$ cat src/core/hmpe_pkg.sv
// Package of constants and types for the host message poll and error unit.
package hmpe_pkg;
    // ****************************************************************
    // Command headers, two ASCII characters in one word.
    // ****************************************************************
    localparam logic [15:0] HDR_ERR = 16'h5858; // Error status message.
    localparam logic [15:0] HDR_SETUP = 16'h494D; // I/O format setup message.
    localparam logic [15:0] HDR_POLL = 16'h504C; // Poll request message.
    localparam logic [15:0] HDR_EMPTY = 16'h4E4D; // Empty queue reply.
    localparam logic [15:0] HDR_NOP = 16'h4E4F; // No operation message.
    // ****************************************************************
    // Configuration word layout.
    // ****************************************************************
    localparam int CFG_POLL = 0; // Polling mode.
    localparam int CFG_EMPTY = 1; // Empty-poll reply enable.
    localparam int CFG_IMAGE = 2; // Image data format.
    localparam int CFG_CHECK = 3; // Normal-running error detection enable, header check included.
    localparam int CFG_SPC_LSB = 8; // Special poll character, low bit.
    localparam int CFG_SPC_MSB = 14; // Special poll character, high bit.
    localparam logic [15:0] CFG_RESET = 16'h0000; // Value after reset.
    // ****************************************************************
    // Error status word layout.
    // ****************************************************************
    localparam int ERR_FMT = 3; // Malformed host message.
    localparam int ERR_INT = 7; // Unidentified internal interrupt.
    localparam int ERR_FULL = 10; // Serial buffer full.
    localparam int ERR_7_8 = 11; // Serial buffer seven-eighths full.
    localparam int ERR_HDR = 14; // Unrecognized command header.
    localparam logic [15:0] ERR_NOBUF_W1 = 16'h0100; // Buffer category word 1.
    localparam logic [15:0] ERR_OVR_W1 = 16'h0200; // Overrun category word 1.
    localparam logic [15:0] ERR_PORT_ID = 16'h0001; // Host serial port number.
    localparam logic [15:0] INT_ADDR_ADJ = 16'h0004; // Interrupt address offset.
    localparam logic [13:0] BANK_PAD = 14'h0000; // Low bits of word 3.
    localparam logic [47:0] EMPTY_BODY = 48'h000000000000; // Empty reply words.
    localparam logic [1:0] LAST_WORD = 2'h3; // Index of word 3.
    localparam int FIFO_DEPTH = 4; // Messages held in the output queue.
    localparam int MSG_W = 64; // Header plus three data words.
    // Transmit sequencer states.
    typedef enum logic [0:0] {
        HMPE_IDLE = 1'b0,
        HMPE_SEND = 1'b1
    } hmpe_tx_e;
endpackage : hmpe_pkg

$ cat src/core/hmpe_unit.sv
// Output queue and the poll, setup and error message logic of the host link.
`timescale 1ns/1ps

// ********************************************************************
// Output queue of whole messages.
// ********************************************************************
module hmpe_fifo #(
    parameter int W = 64,
    parameter int D = 4
) (
    input wire logic ref_clk_i,
    input wire logic rst_i,
    input wire logic in_valid_i,
    input wire logic [W-1:0] in_data_i,
    output logic in_ready_o,
    output logic out_valid_o,
    output logic [W-1:0] out_data_o,
    input wire logic out_ready_i
);
    localparam int AW = (D > 1) ? $clog2(D) : 1; // Pointer width.
    localparam logic [AW:0] FULL = (AW+1)'(D); // Count when full.
    // The pointers wrap by overflow, so the depth must be a power of two.
    if (D < 2 || (D & (D - 1)) != 0) begin : g_bad_depth
        $error("hmpe_fifo depth must be a power of two of at least 2.");
    end
    logic [W-1:0] mem [D]; // Message storage.
    logic [AW-1:0] wp, rp, next_wp, next_rp; // Write and read pointers.
    logic [AW:0] cnt, next_cnt; // Number of stored messages.
    logic push, pop; // Accepted transfers on each side.

    // Handshakes and next pointer values.
    always_comb begin
        in_ready_o = (cnt != FULL);
        out_valid_o = (cnt != '0);
        out_data_o = mem[rp];
        push = in_valid_i && in_ready_o;
        pop = out_valid_o && out_ready_i;
        next_wp = push ? AW'(wp + 1'b1) : wp;
        next_rp = pop ? AW'(rp + 1'b1) : rp;
        next_cnt = cnt;
        if (push && !pop) begin
            next_cnt = (AW+1)'(cnt + 1'b1);
        end else if (pop && !push) begin
            next_cnt = (AW+1)'(cnt - 1'b1);
        end
    end

    // Pointer and count registers.
    always_ff @(posedge ref_clk_i or posedge rst_i) begin
        if (rst_i) begin
            wp <= '0;
            rp <= '0;
            cnt <= '0;
        end else begin
            wp <= next_wp;
            rp <= next_rp;
            cnt <= next_cnt;
        end
    end

    // Storage is written without reset; empty entries are never read.
    always_ff @(posedge ref_clk_i) begin
        if (push) begin
            mem[wp] <= in_data_i;
        end
    end
endmodule : hmpe_fifo

// ********************************************************************
// Top level of the message unit.
// ********************************************************************
module hmpe_unit (
    input wire logic ref_clk_i,
    input wire logic rst_i,
    input wire logic system_mode_i,
    input wire logic rx_valid_i,
    input wire logic rx_is_hdr_i,
    input wire logic [15:0] rx_word_i,
    input wire logic ext_hdr_known_i,
    input wire logic spc_valid_i,
    input wire logic [6:0] spc_char_i,
    input wire logic fmt_err_i,
    input wire logic int_err_i,
    input wire logic [15:0] int_addr_i,
    input wire logic sbuf_full_i,
    input wire logic sbuf_7_8_i,
    input wire logic no_buf_i,
    input wire logic [15:0] no_buf_hdr_i,
    input wire logic overrun_i,
    input wire logic [1:0] bank_i,
    input wire logic msg_valid_i,
    input wire logic [hmpe_pkg::MSG_W-1:0] msg_i,
    output logic msg_ready_o,
    output logic [15:0] cfg_o,
    output logic image_fmt_o,
    output logic queue_empty_o,
    output logic tx_valid_o,
    output logic [15:0] tx_word_o,
    output logic tx_last_o,
    input wire logic tx_ready_i
);
    import hmpe_pkg::*;

    // Picks word i of a message, header first.
    function automatic logic [15:0] hmpe_word(input logic [MSG_W-1:0] m, input logic [1:0] i);
        hmpe_word = m[(MSG_W - 1 - 16 * int'(i)) -: 16];
    endfunction : hmpe_word

    // ****************************************************************
    // Received header decoding and configuration.
    // ****************************************************************
    logic [15:0] cfg, next_cfg; // Configuration word.
    logic cfg_wait, next_cfg_wait; // Setup header seen, word expected.
    logic poll_hit, hdr_bad, hdr_known; // Decoded header events.

    // Setup capture and header classification.
    always_comb begin
        hdr_known = (rx_word_i == HDR_SETUP) || (rx_word_i == HDR_POLL)
            || (rx_word_i == HDR_NOP) || ext_hdr_known_i;
        poll_hit = rx_valid_i && rx_is_hdr_i && (rx_word_i == HDR_POLL);
        hdr_bad = rx_valid_i && rx_is_hdr_i && !hdr_known && cfg[CFG_CHECK];
        next_cfg = cfg;
        next_cfg_wait = cfg_wait;
        if (rx_valid_i && rx_is_hdr_i) begin
            next_cfg_wait = (rx_word_i == HDR_SETUP);
        end else if (rx_valid_i && cfg_wait) begin
            // The word after a setup header replaces the configuration.
            next_cfg = rx_word_i;
            next_cfg_wait = 1'b0;
        end
    end

    // Configuration registers; everything is off after reset.
    always_ff @(posedge ref_clk_i or posedge rst_i) begin
        if (rst_i) begin
            cfg <= CFG_RESET;
            cfg_wait <= 1'b0;
        end else begin
            cfg <= next_cfg;
            cfg_wait <= next_cfg_wait;
        end
    end

    assign cfg_o = cfg;
    assign image_fmt_o = cfg[CFG_IMAGE];

    // ****************************************************************
    // Error collection and message building.
    // ****************************************************************
    logic [15:0] nr_w1, next_nr_w1, nr_w2, next_nr_w2; // Normal-running words.
    logic [15:0] nb_hdr, next_nb_hdr; // Header that found no buffer.
    logic nb_pend, next_nb_pend, ovr_pend, next_ovr_pend; // Pending categories.
    logic det, err_valid; // Detection active, an error message waits.
    logic [MSG_W-1:0] err_msg; // Error message offered to the queue.
    logic [15:0] bank_w; // Word 3 with the bank number.
    logic q_in_ready, q_out_valid, q_pop; // Queue handshakes.
    logic [MSG_W-1:0] q_out; // Oldest queued message.

    // Sticky error flags; a new event in the send cycle survives.
    always_comb begin
        det = system_mode_i && cfg[CFG_CHECK];
        bank_w = {bank_i, BANK_PAD};
        err_valid = ovr_pend || nb_pend || (nr_w1 != '0);
        // Overrun first, then buffer, then normal running.
        if (ovr_pend) begin
            err_msg = {HDR_ERR, ERR_OVR_W1, ERR_PORT_ID, bank_w};
        end else if (nb_pend) begin
            err_msg = {HDR_ERR, ERR_NOBUF_W1, nb_hdr, bank_w};
        end else begin
            err_msg = {HDR_ERR, nr_w1, nr_w2, bank_w};
        end
        next_nr_w1 = nr_w1;
        next_nr_w2 = nr_w2;
        next_nb_pend = nb_pend;
        next_nb_hdr = nb_hdr;
        next_ovr_pend = ovr_pend;
        // Clear the category just handed to the queue.
        if (err_valid && q_in_ready) begin
            if (ovr_pend) begin
                next_ovr_pend = 1'b0;
            end else if (nb_pend) begin
                next_nb_pend = 1'b0;
            end else begin
                next_nr_w1 = '0;
                next_nr_w2 = '0;
            end
        end
        // New events are applied after the clear so that they win.
        if (det) begin
            next_nr_w1[ERR_FMT] = next_nr_w1[ERR_FMT] | fmt_err_i;
            next_nr_w1[ERR_FULL] = next_nr_w1[ERR_FULL] | sbuf_full_i;
            next_nr_w1[ERR_7_8] = next_nr_w1[ERR_7_8] | sbuf_7_8_i;
            next_nr_w1[ERR_HDR] = next_nr_w1[ERR_HDR] | hdr_bad;
            if (int_err_i) begin
                next_nr_w1[ERR_INT] = 1'b1;
                next_nr_w2 = 16'(int_addr_i + INT_ADDR_ADJ);
            end
        end
        if (system_mode_i && no_buf_i) begin
            next_nb_pend = 1'b1;
            next_nb_hdr = no_buf_hdr_i;
        end
        if (system_mode_i && overrun_i) begin
            next_ovr_pend = 1'b1;
        end
    end

    // Error state registers.
    always_ff @(posedge ref_clk_i or posedge rst_i) begin
        if (rst_i) begin
            nr_w1 <= '0;
            nr_w2 <= '0;
            nb_hdr <= '0;
            nb_pend <= 1'b0;
            ovr_pend <= 1'b0;
        end else begin
            nr_w1 <= next_nr_w1;
            nr_w2 <= next_nr_w2;
            nb_hdr <= next_nb_hdr;
            nb_pend <= next_nb_pend;
            ovr_pend <= next_ovr_pend;
        end
    end

    // Error messages take the queue ahead of other traffic.
    assign msg_ready_o = q_in_ready && !err_valid;

    // Messages leave the queue in the order they entered.
    hmpe_fifo #(.W(MSG_W), .D(FIFO_DEPTH)) u_queue (
        .ref_clk_i(ref_clk_i),
        .rst_i(rst_i),
        .in_valid_i(err_valid || msg_valid_i),
        .in_data_i(err_valid ? err_msg : msg_i),
        .in_ready_o(q_in_ready),
        .out_valid_o(q_out_valid),
        .out_data_o(q_out),
        .out_ready_i(q_pop)
    );

    assign queue_empty_o = !q_out_valid;

    // ****************************************************************
    // Poll handling and word transmission.
    // ****************************************************************
    hmpe_tx_e state, next_state; // Transmit sequencer state.
    logic grant, next_grant; // Host has asked for a message.
    logic spc_wait, next_spc_wait; // Poll seen, special character awaited.
    logic [MSG_W-1:0] msg, next_msg; // Message being sent.
    logic [1:0] idx, next_idx; // Word index within the message.
    logic [15:0] next_tx_word; // Next output word.
    logic spc_on, spc_match, go; // Special mode, release, start.

    // Decides when a message may leave and steps through its words.
    always_comb begin
        spc_on = cfg[CFG_POLL] && (cfg[CFG_SPC_MSB:CFG_SPC_LSB] != '0);
        spc_match = spc_valid_i && (spc_char_i == cfg[CFG_SPC_MSB:CFG_SPC_LSB]);
        next_grant = grant;
        next_spc_wait = spc_wait;
        if (poll_hit && cfg[CFG_POLL]) begin
            next_spc_wait = spc_on;
            next_grant = !spc_on;
        end else if (spc_wait && spc_match) begin
            next_spc_wait = 1'b0;
            next_grant = 1'b1;
        end
        // Bit 1 matters only while polling.
        go = !cfg[CFG_POLL] ? q_out_valid
            : (grant && (q_out_valid || cfg[CFG_EMPTY]));
        q_pop = 1'b0;
        next_state = state;
        next_msg = msg;
        next_idx = idx;
        next_tx_word = tx_word_o;
        case (state)
            HMPE_IDLE: begin
                if (go) begin
                    next_msg = q_out_valid ? q_out : {HDR_EMPTY, EMPTY_BODY};
                    q_pop = q_out_valid;
                    next_grant = 1'b0;
                    next_idx = '0;
                    next_tx_word = hmpe_word(next_msg, 2'h0);
                    next_state = HMPE_SEND;
                end
            end
            HMPE_SEND: begin
                if (tx_ready_i) begin
                    if (idx == LAST_WORD) begin
                        next_state = HMPE_IDLE;
                    end else begin
                        next_idx = 2'(idx + 2'h1);
                        next_tx_word = hmpe_word(msg, next_idx);
                    end
                end
            end
            default: begin
                next_state = HMPE_IDLE;
            end
        endcase
    end

    // Sequencer registers.
    always_ff @(posedge ref_clk_i or posedge rst_i) begin
        if (rst_i) begin
            state <= HMPE_IDLE;
            grant <= 1'b0;
            spc_wait <= 1'b0;
            msg <= '0;
            idx <= '0;
            tx_word_o <= '0;
        end else begin
            state <= next_state;
            grant <= next_grant;
            spc_wait <= next_spc_wait;
            msg <= next_msg;
            idx <= next_idx;
            tx_word_o <= next_tx_word;
        end
    end

    assign tx_valid_o = (state == HMPE_SEND);
    assign tx_last_o = tx_valid_o && (idx == LAST_WORD);

    // ****************************************************************
    // Checks.
    // ****************************************************************
    a_setup_word: assert property (@(posedge ref_clk_i) disable iff (rst_i)
        rx_valid_i && !rx_is_hdr_i && cfg_wait |=> cfg_o == $past(rx_word_i))
        else $error("Setup word not taken.");
    a_auto_send: assert property (@(posedge ref_clk_i) disable iff (rst_i)
        !cfg[CFG_POLL] && state == HMPE_IDLE && q_out_valid |=> tx_valid_o)
        else $error("Queued message not sent in non-polling mode.");
    a_poll_hold: assert property (@(posedge ref_clk_i) disable iff (rst_i)
        cfg[CFG_POLL] && !grant && state == HMPE_IDLE |=> !tx_valid_o)
        else $error("Message sent without a poll.");
    a_empty_reply: assert property (@(posedge ref_clk_i) disable iff (rst_i)
        cfg[CFG_POLL] && cfg[CFG_EMPTY] && grant && !q_out_valid && state == HMPE_IDLE
        |=> tx_valid_o && tx_word_o == HDR_EMPTY ##1 (!$past(tx_ready_i) || tx_word_o == '0))
        else $error("Empty poll did not get the empty reply.");
    a_poll_wait: assert property (@(posedge ref_clk_i) disable iff (rst_i)
        cfg[CFG_POLL] && !cfg[CFG_EMPTY] && grant && !q_out_valid && state == HMPE_IDLE
        |=> !tx_valid_o && grant)
        else $error("Poll on empty queue not held.");
    a_spc_hold: assert property (@(posedge ref_clk_i) disable iff (rst_i)
        spc_wait && !grant && !spc_match && !poll_hit |=> !grant)
        else $error("Message released without the special character.");
    a_whole_msg: assert property (@(posedge ref_clk_i) disable iff (rst_i)
        tx_valid_o && !(tx_last_o && tx_ready_i) |=> tx_valid_o)
        else $error("Message cut short.");
    a_err_sticky: assert property (@(posedge ref_clk_i) disable iff (rst_i)
        det && fmt_err_i |=> nr_w1[ERR_FMT] && err_valid)
        else $error("Format error lost.");
    a_ovr_word: assert property (@(posedge ref_clk_i) disable iff (rst_i)
        ovr_pend |-> err_msg == {HDR_ERR, ERR_OVR_W1, ERR_PORT_ID, bank_i, BANK_PAD})
        else $error("Overrun message malformed.");
    a_int_addr: assert property (@(posedge ref_clk_i) disable iff (rst_i)
        det && int_err_i |=> nr_w2 == 16'($past(int_addr_i) + INT_ADDR_ADJ))
        else $error("Interrupt address word wrong.");
endmodule : hmpe_unit

$ cat config.mk
export PLATFORM = sky130hd
export DESIGN_NAME = hmpe_unit
export DESIGN_NICKNAME = d
export VERILOG_FILES = /design/src/core/hmpe_pkg.sv /design/src/core/hmpe_unit.sv
export SDC_FILE = /design/constraint.sdc
export NUM_CORES = 1
export LEC_CHECK = 0
export BUFFER_PORTS_ARGS = -buffer_cell sky130_fd_sc_hd__buf_2
export CAP_MARGIN = 20
export CORE_UTILIZATION = 35
export CTS_CLUSTER_DIAMETER = 80
export DETAILED_ROUTE_END_ITERATION = 12
export SETUP_SLACK_MARGIN = 0.05
export SYNTH_ARGS = -nofsm -noshare
export SYNTH_HDL_FRONTEND = slang
export SYNTH_SLANG_ARGS = --single-unit
$ cat constraint.sdc
create_clock -name ref_clk_i -period 8.4 [get_ports ref_clk_i]
set_clock_uncertainty 0.05 [all_clocks]
set_input_delay 1.68 -clock ref_clk_i [delete_from_list [all_inputs] [get_ports ref_clk_i]]
set_output_delay 1.68 -clock ref_clk_i [all_outputs]
set_load 0.02 [all_outputs]
==> impl_metrics.toml, run 1 <==
[final_layout]
stdcell_count = 1789
layout_commonest_cell = "edfxtp_1"
final_area_um2 = 19400
diodes = 0
fin_nets = 1293
final_cell_mix = "edfxtp_1 (256), buf_2 (172), dfrtp_1 (146)"
final_util_pct = 41.6
drive_gt1_share_pct = 32.5
fill_cells = 4238
area_growth_pct = 17.2

[min_path]
min_from = "tx_word_o[12]$_DFFE_PP0P_"
holdPathEnd = "tx_word_o[12]$_DFFE_PP0P_"
hold_class = "register to register"
hold_depth = 1

[global_route]
track_usage_pct = 15.7
antenna_found_initial = 2
grt_first_pass_wirelength_um = 57000
grt_max_degree = 77
grt_pass1_vias = 9310
overflow = 0

[setup_path]
cp_cell_sequence = "or2_1 > or2_0 > nor3_1 > buf_2"
slowest_delay_ns = 0.63
worstSetupEndpointType = "primary output"
cp_data_required_time_ns = 6.67
reg2reg_depth = 6
start_kind = "register"
crit_slowest_cell = "dfrtp_1"
arrival_ns = 2.41
crit_start = "ovr_pend$_DFFE_PP0P_"
path_class = "register to primary output"
critical_path.top_delay_family = "simple AND/OR/NAND/NOR gates"
worstReg2RegEnd = "u_queue.mem[3][46]$_DFFE_PP_"
r2r_setup_slack_ns = 4.66
worst-path-max-fanout = 21
crit_buf_inv = 1
timing.rr.start = "ovr_pend$_DFFE_PP0P_"

[clock_tree]
cts_buffers = 42
h-tree-depth = 2
postCtsResizedCells = 0
cts.hold.buffers_added = 0
clk_latency_ns = 0.53
root_buffer = "clkbuf_16"
clkSlewWorstSetupHoldPaths_ns = 0.06
cts_tree = "done"
cts_sinks = 404
clockBufferDepth = 3
postCtsSetupBuffers = 0

[logic_synthesis]
synth_top_area_share_pct = 46.4
yosysTopAreaCell = "edfxtp_1"
ys_ff_latch = 404
ys_seq_area_share_pct = 68.7
synth_ff_type = "edfxtp_1"
ys_top_cells_by_area = "edfxtp_1 (46%), dfrtp_1 (22%), mux4_2 (11%), a22o_1 (3.3%), mux2_2 (2.4%)"
yosysUniqueCellTypes = 61
synthArstFlopShare_pct = 36.6
syn_inst = 979
syn_nets = 1123
yosysWarnings = 0
synth-edff-count = 256
syn_area_um2 = 16600
syn_area_per_cell_um2 = 16.9

[run_status]
status = "finished with violations"
violations = "DRC"

[place]
place_ws_ns = 4.32
globalplace.congestion = 0.765
dpl.cell_count = 1711
portBuffers = 172
hpwl_um = 24900
placed_cell_area_um2 = 18000

[floorplanning]
start_util_pct = 35.5
core_um2 = 46700
fp-row-count = 79
die_h_um = 220
die-area_um2 = 48200
io_pins = 173
die_w_um = 220

[routing]
drc = 16
drtIter0Drc = 722
wl_per_cell_um = 20.8
ant_nets = 0
via_per_inst = 5.17
dr.pass1.iters = 9
vias = 9246
route.final.wire_length_um = 37200

[timing]
worst_pin_slew_ns = 1.00
fin_crit_sh_pct = 49.3
holdWs_ns = 0.434
fin_ws_ns = 4.26
timing.setup.tns_ns = 0
timing_hold_violations_final = 0
relSlewSlack_pct = 33.3
fmax_ghz = 0.242
rsz0062_at_grt = "false"
period_minus_slack_ns = 4.14
finalSetupViolCount = 0
drv_slew = 0

[pwr]
ir_drop_mv = 0.189
power_mw = 7.23
p_leak_nw = 7.61
powerDensity_nw_per_um2 = 372

[flow_run]
cap_viol_max_count = 0
-- flip-flops by register name, indices dropped and copies added (netlist names), 3 cells and up --
register,flops
nr_w2,16
cfg_o,16
msg,64
nr_w1,5
u_queue.cnt,3
tx_word_o,16
u_queue.mem,256
nb_hdr,16
-- how the worst max path moves through the flow --
stage / endpoint / depth (start not counted)
after floorplan: cfg_o[0]$_DFFE_PP0P_ / 1
after global placement: u_queue.mem[3][30]$_DFFE_PP_ / 5
after detailed placement: u_queue.mem[2][16]$_DFFE_PP_ / 5
after CTS: msg_ready_o / 4
after global routing: msg_ready_o / 4
final: msg_ready_o / 4
-- cell families (layout without fill, tap and decap cells) --
family / after synthesis / count (layout) / synth area share, %
DFF: 404 / 404 / 68.7
and+or+nand+nor: 183 / 183 / 5.72
AOI/OAI and AO/OA: 154 / 154 / 7.24
muxes: 133 / 133 / 14.4
buffers and inverters: 73 / 276 / 2.02
xor gates and xnor gates: 24 / 24 / 1.27
adders and majority gates: 8 / 8 / 0.649
-- report_power, final --
part | internal (mW) | switching (mW)
combinational | 0.967 | 1.21
clock | 1.09 | 0.747
sequential | 2.89 | 0.327
total | 4.95 | 2.28
-- per-layer routing --
layer / up-vias / global-route usage, % / share of wire, %
li1: 4176 / - / -
met3: 52 / 2.91 / 5.9
met5: - / 0 / 0.067
met2: 291 / 24.2 / 46
met4: 4 / 3.95 / 2.0
met1: 4723 / 22.8 / 46
-- final cells by class --
type | instances | area [um^2] | share of cell area, %
flip-flops and latches | 404 | 11400 | 58.7
clock inverters | 22 | 219 | 1.13
inverters | 13 | 53.8 | 0.277
multi-input cells | 502 | 4870 | 25.1
repair buffers | 186 | 973 | 5.01
clock buffers | 55 | 1150 | 5.93
well taps | 607 | 759 | 3.91
-- worst register-to-register path, delay by kind of cell, from the launching register on --
kind	cells	cell delay, ns
AOI/OAI and AO/OA	1	0.38
and+or+nand+nor	3	1.23
DFF	1	0.79
buffers and inverters	2	0.91
-- cell usage after synthesis (15+ instances only) --
master	number
buf_2	25
dfrtp_1	148
mux4_2	80
and2_1	38
o211ai_1	16
mux2i_1	16
nor2_1	37
o21a_1	16
mux2_2	36
clkbuf_1	31
o21ai_0	19
nand2_1	55
a211oi_1	15
a22o_1	63
edfxtp_1	256
Note: power is estimated with default switching activity, not from simulation.
==> run 2: changes to the inputs <==
ABC_AREA = 1   (was default)
clock period = 4.3 ns   (was 8.4 ns; I/O delays follow)
==> run 2 against run 1 <==
Against the previous run: largest power group unchanged; the run now ends clean; register-to-register slack lost 3.4 ns; final area grew 4.2%; total power grew 130%; global-route usage grew 2.1 points; area after synthesis grew 4.9%; die area grew 4.9%; worst setup slack lost 3.3 ns; via count grew 33%; sequential power grew 110%; highest routed layer is now met4; largest cell class unchanged; wire length grew 21%; combinational power grew to 2.7 times the previous value; final cell count grew 38%.
==> impl_metrics.toml, run 2 <==
[run_status]
status = "completed"

[setup_path]
worst-path-max-fanout = 37
arrival_ns = 2.39
path_class = "register to primary output"
start_kind = "register"
cp_cell_sequence = "nor2_8 > nand4_4 > buf_4 > nor2_1 > buf_2"
worstSetupEndpointType = "primary output"
cp_data_required_time_ns = 3.39
slowest_delay_ns = 0.65
r2r_setup_slack_ns = 1.31
crit_slowest_cell = "dfrtp_1"

[pwr]
switching_share_pct = 38.1
p_leak_nw = 8.44
p_comb_share_pct = 36.4
p_switching_mw = 6.24
p_int_mw = 10.1
seq_power_share_pct = 41.9
powerDensity_nw_per_um2 = 808
power_mw = 16.4
ir_drop_mv = 0.463
clock_power_share_pct = 21.7

[floorplanning]
die-area_um2 = 50600
io_pins = 173
die_w_um = 225
core_um2 = 49000
die_h_um = 225
start_util_pct = 35.5
fp-row-count = 81

[logic_synthesis]
syn_area_um2 = 17400
synth_common_cells = "nand2_1 (286), edfxtp_1 (256), nor2_1 (223)"
ys_seq_area_share_pct = 65.5
yosysWarnings = 0
ys_top_cells_by_area = "edfxtp_1 (44%), dfrtp_1 (21%), nand2_1 (6.2%), o21ai_0 (5.0%), nor2_1 (4.8%)"
synth_top_family_by_area = "simple AND/OR/NAND/NOR gates"
yosysTopAreaCell = "edfxtp_1"
synth_top_area_share_pct = 44.2
synth_compound_area_share_pct = 11.4
yosysUniqueCellTypes = 39
synth-edff-count = 256
ys_ff_latch = 404
synth_mux_area_share_pct = 1.49
syn_inst = 1629
synth-xor-area-share_pct = 0.403
syn_nets = 1773
synth_ff_type = "edfxtp_1"
yosys.area_share.simple_pct = 15.2
yosysMostFrequentCell = "nand2_1"
synthArstFlopShare_pct = 36.6
syn_area_per_cell_um2 = 10.7
synth_fa_ha_area_share_pct = 0.619

[final_layout]
stdcell_count = 2468
final_area_um2 = 20200
drive_gt1_share_pct = 17.7
top_register = "u_queue.mem"
largest_reg_flops = 256
fin_nets = 1915
layout_commonest_cell = "nand2_1"
diodes = 0
reg_top3 = "u_queue.mem (256), msg (64)"
fill_cells = 4645
final_cell_mix = "nand2_1 (286), edfxtp_1 (256), nor2_1 (219)"
area_growth_pct = 16.4

[global_route]
overflow = 0
grt_pass1_vias = 11900
grt_max_degree = 81
grt_first_pass_wirelength_um = 69000
track_usage_pct = 17.8
antenna_found_initial = 0

[routing]
ant_nets = 0
dr.pass1.iters = 5
route.final.wire_length_um = 45100
drc = 0
wl_per_cell_um = 18.3
via_per_inst = 4.97
vias = 12300
drtIter0Drc = 841

[clock_tree]
clk_latency_ns = 0.55
cts_sinks = 404
root_buffer = "clkbuf_16"
postCtsResizedCells = 0
clkSlewWorstSetupHoldPaths_ns = 0.06
h-tree-depth = 2
cts.hold.buffers_added = 0
cts_buffers = 41
clockBufferDepth = 3
postCtsSetupBuffers = 0
cts_tree = "done"

[place]
hpwl_um = 29100
portBuffers = 172
placed_cell_area_um2 = 18900
globalplace.congestion = 0.853
place_ws_ns = 1.36
dpl.cell_count = 2392

[timing]
finalSetupViolCount = 0
worst_pin_slew_ns = 0.945
fin_crit_sh_pct = 76.6
rsz0062_at_grt = "false"
timing.setup.tns_ns = 0
drv_slew = 0
period_minus_slack_ns = 3.30
timing_hold_violations_final = 0
fmax_ghz = 0.303
relSlewSlack_pct = 36.8
fin_ws_ns = 1.00

[flow_run]
cap_viol_max_count = 0

[min_path]
hold_class = "primary input to async pin"
run 2: cell count changes after synthesis, moves of 16 or more:
cell     delta
nand2_1   +231
nor2_1    +186
o21ai_0   +156
inv_1     +115
nand3_1    +94
mux4_2     -80
a22o_1     -61
o22a_1     +48
and2_1     -38
a31oi_1    +24
o22ai_1    +21
buf_2      +19
mux2i_1    -16
run 2: cells by family (layout without fill, tap and decap cells):
group	count (synthesis)	count (layout)
buffers and inverters	226	401
AOI/OAI and AO/OA	320	320
DFF	404	404
and+or+nand+nor	640	640
adders and majority gates	8	8
xor gates and xnor gates	8	8
muxes	23	23
run 2: metal layers:
layer	vias to the layer above	routed length [um]	global-route usage, %	share of wire (%)
met3	70	2150	2.83	4.8
met1	6028	19200	23.1	43
li1	5887	-	-	-
met5	-	0	0	0
met2	280	22500	30.3	50
met4	0	1250	5.71	2.8
run 2: worst paths after layout:
path,cells after the start,start,end
worst max-delay path,5,nb_pend$_DFFE_PP0P_,msg_ready_o
worst min-delay path,2,rst_i,cfg_o[12]$_DFFE_PP0P_
worst max register to register,8,nb_pend$_DFFE_PP0P_,u_queue.cnt[1]$_DFFE_PP0P_
worst min register to register,2,tx_word_o[5]$_DFFE_PP0P_,tx_word_o[5]$_DFFE_PP0P_
max in group asynchronous,3,rst_i,msg[29]$_DFFE_PP0P_
min in group ref_clk_i,2,tx_word_o[5]$_DFFE_PP0P_,tx_word_o[5]$_DFFE_PP0P_
run 2: power groups by stage:
stage,logic (mW),registers (mW),clock network [mW]
floorplan,4.02,6.89,0
global placement,5.89,6.89,0
detailed placement,5.98,6.93,0
CTS,6.02,6.85,3.62
global route,6.58,7.00,3.75
finish,5.95,6.85,3.55
run 2: final cells by class:
class / count / area, um^2 / share of cell area (%)
inverter: 132 / 500 / 2.47
clock inverter: 15 / 105 / 0.519
clock buffer: 61 / 1260 / 6.22
tap: 664 / 831 / 4.10
multi-input combinational: 999 / 5100 / 25.2
sequential: 404 / 11400 / 56.3
timing repair buffer: 193 / 1060 / 5.22
run 2: critical path: cells and delay by family (launching register included):
kind                   cells  cell delay, ns
flip-flops                 1            0.65
AND/OR/NAND/NOR            3            0.69
buffers and inverters      2            0.48
run 2: per-stage QoR:
stage               utilization, %  hold WS (ns)
floorplan                        -         0.398
global placement              38.6         0.413
detailed placement            38.6         0.416
CTS                           41.4         0.433
global route                  41.4         0.449
finish                        41.4         0.416
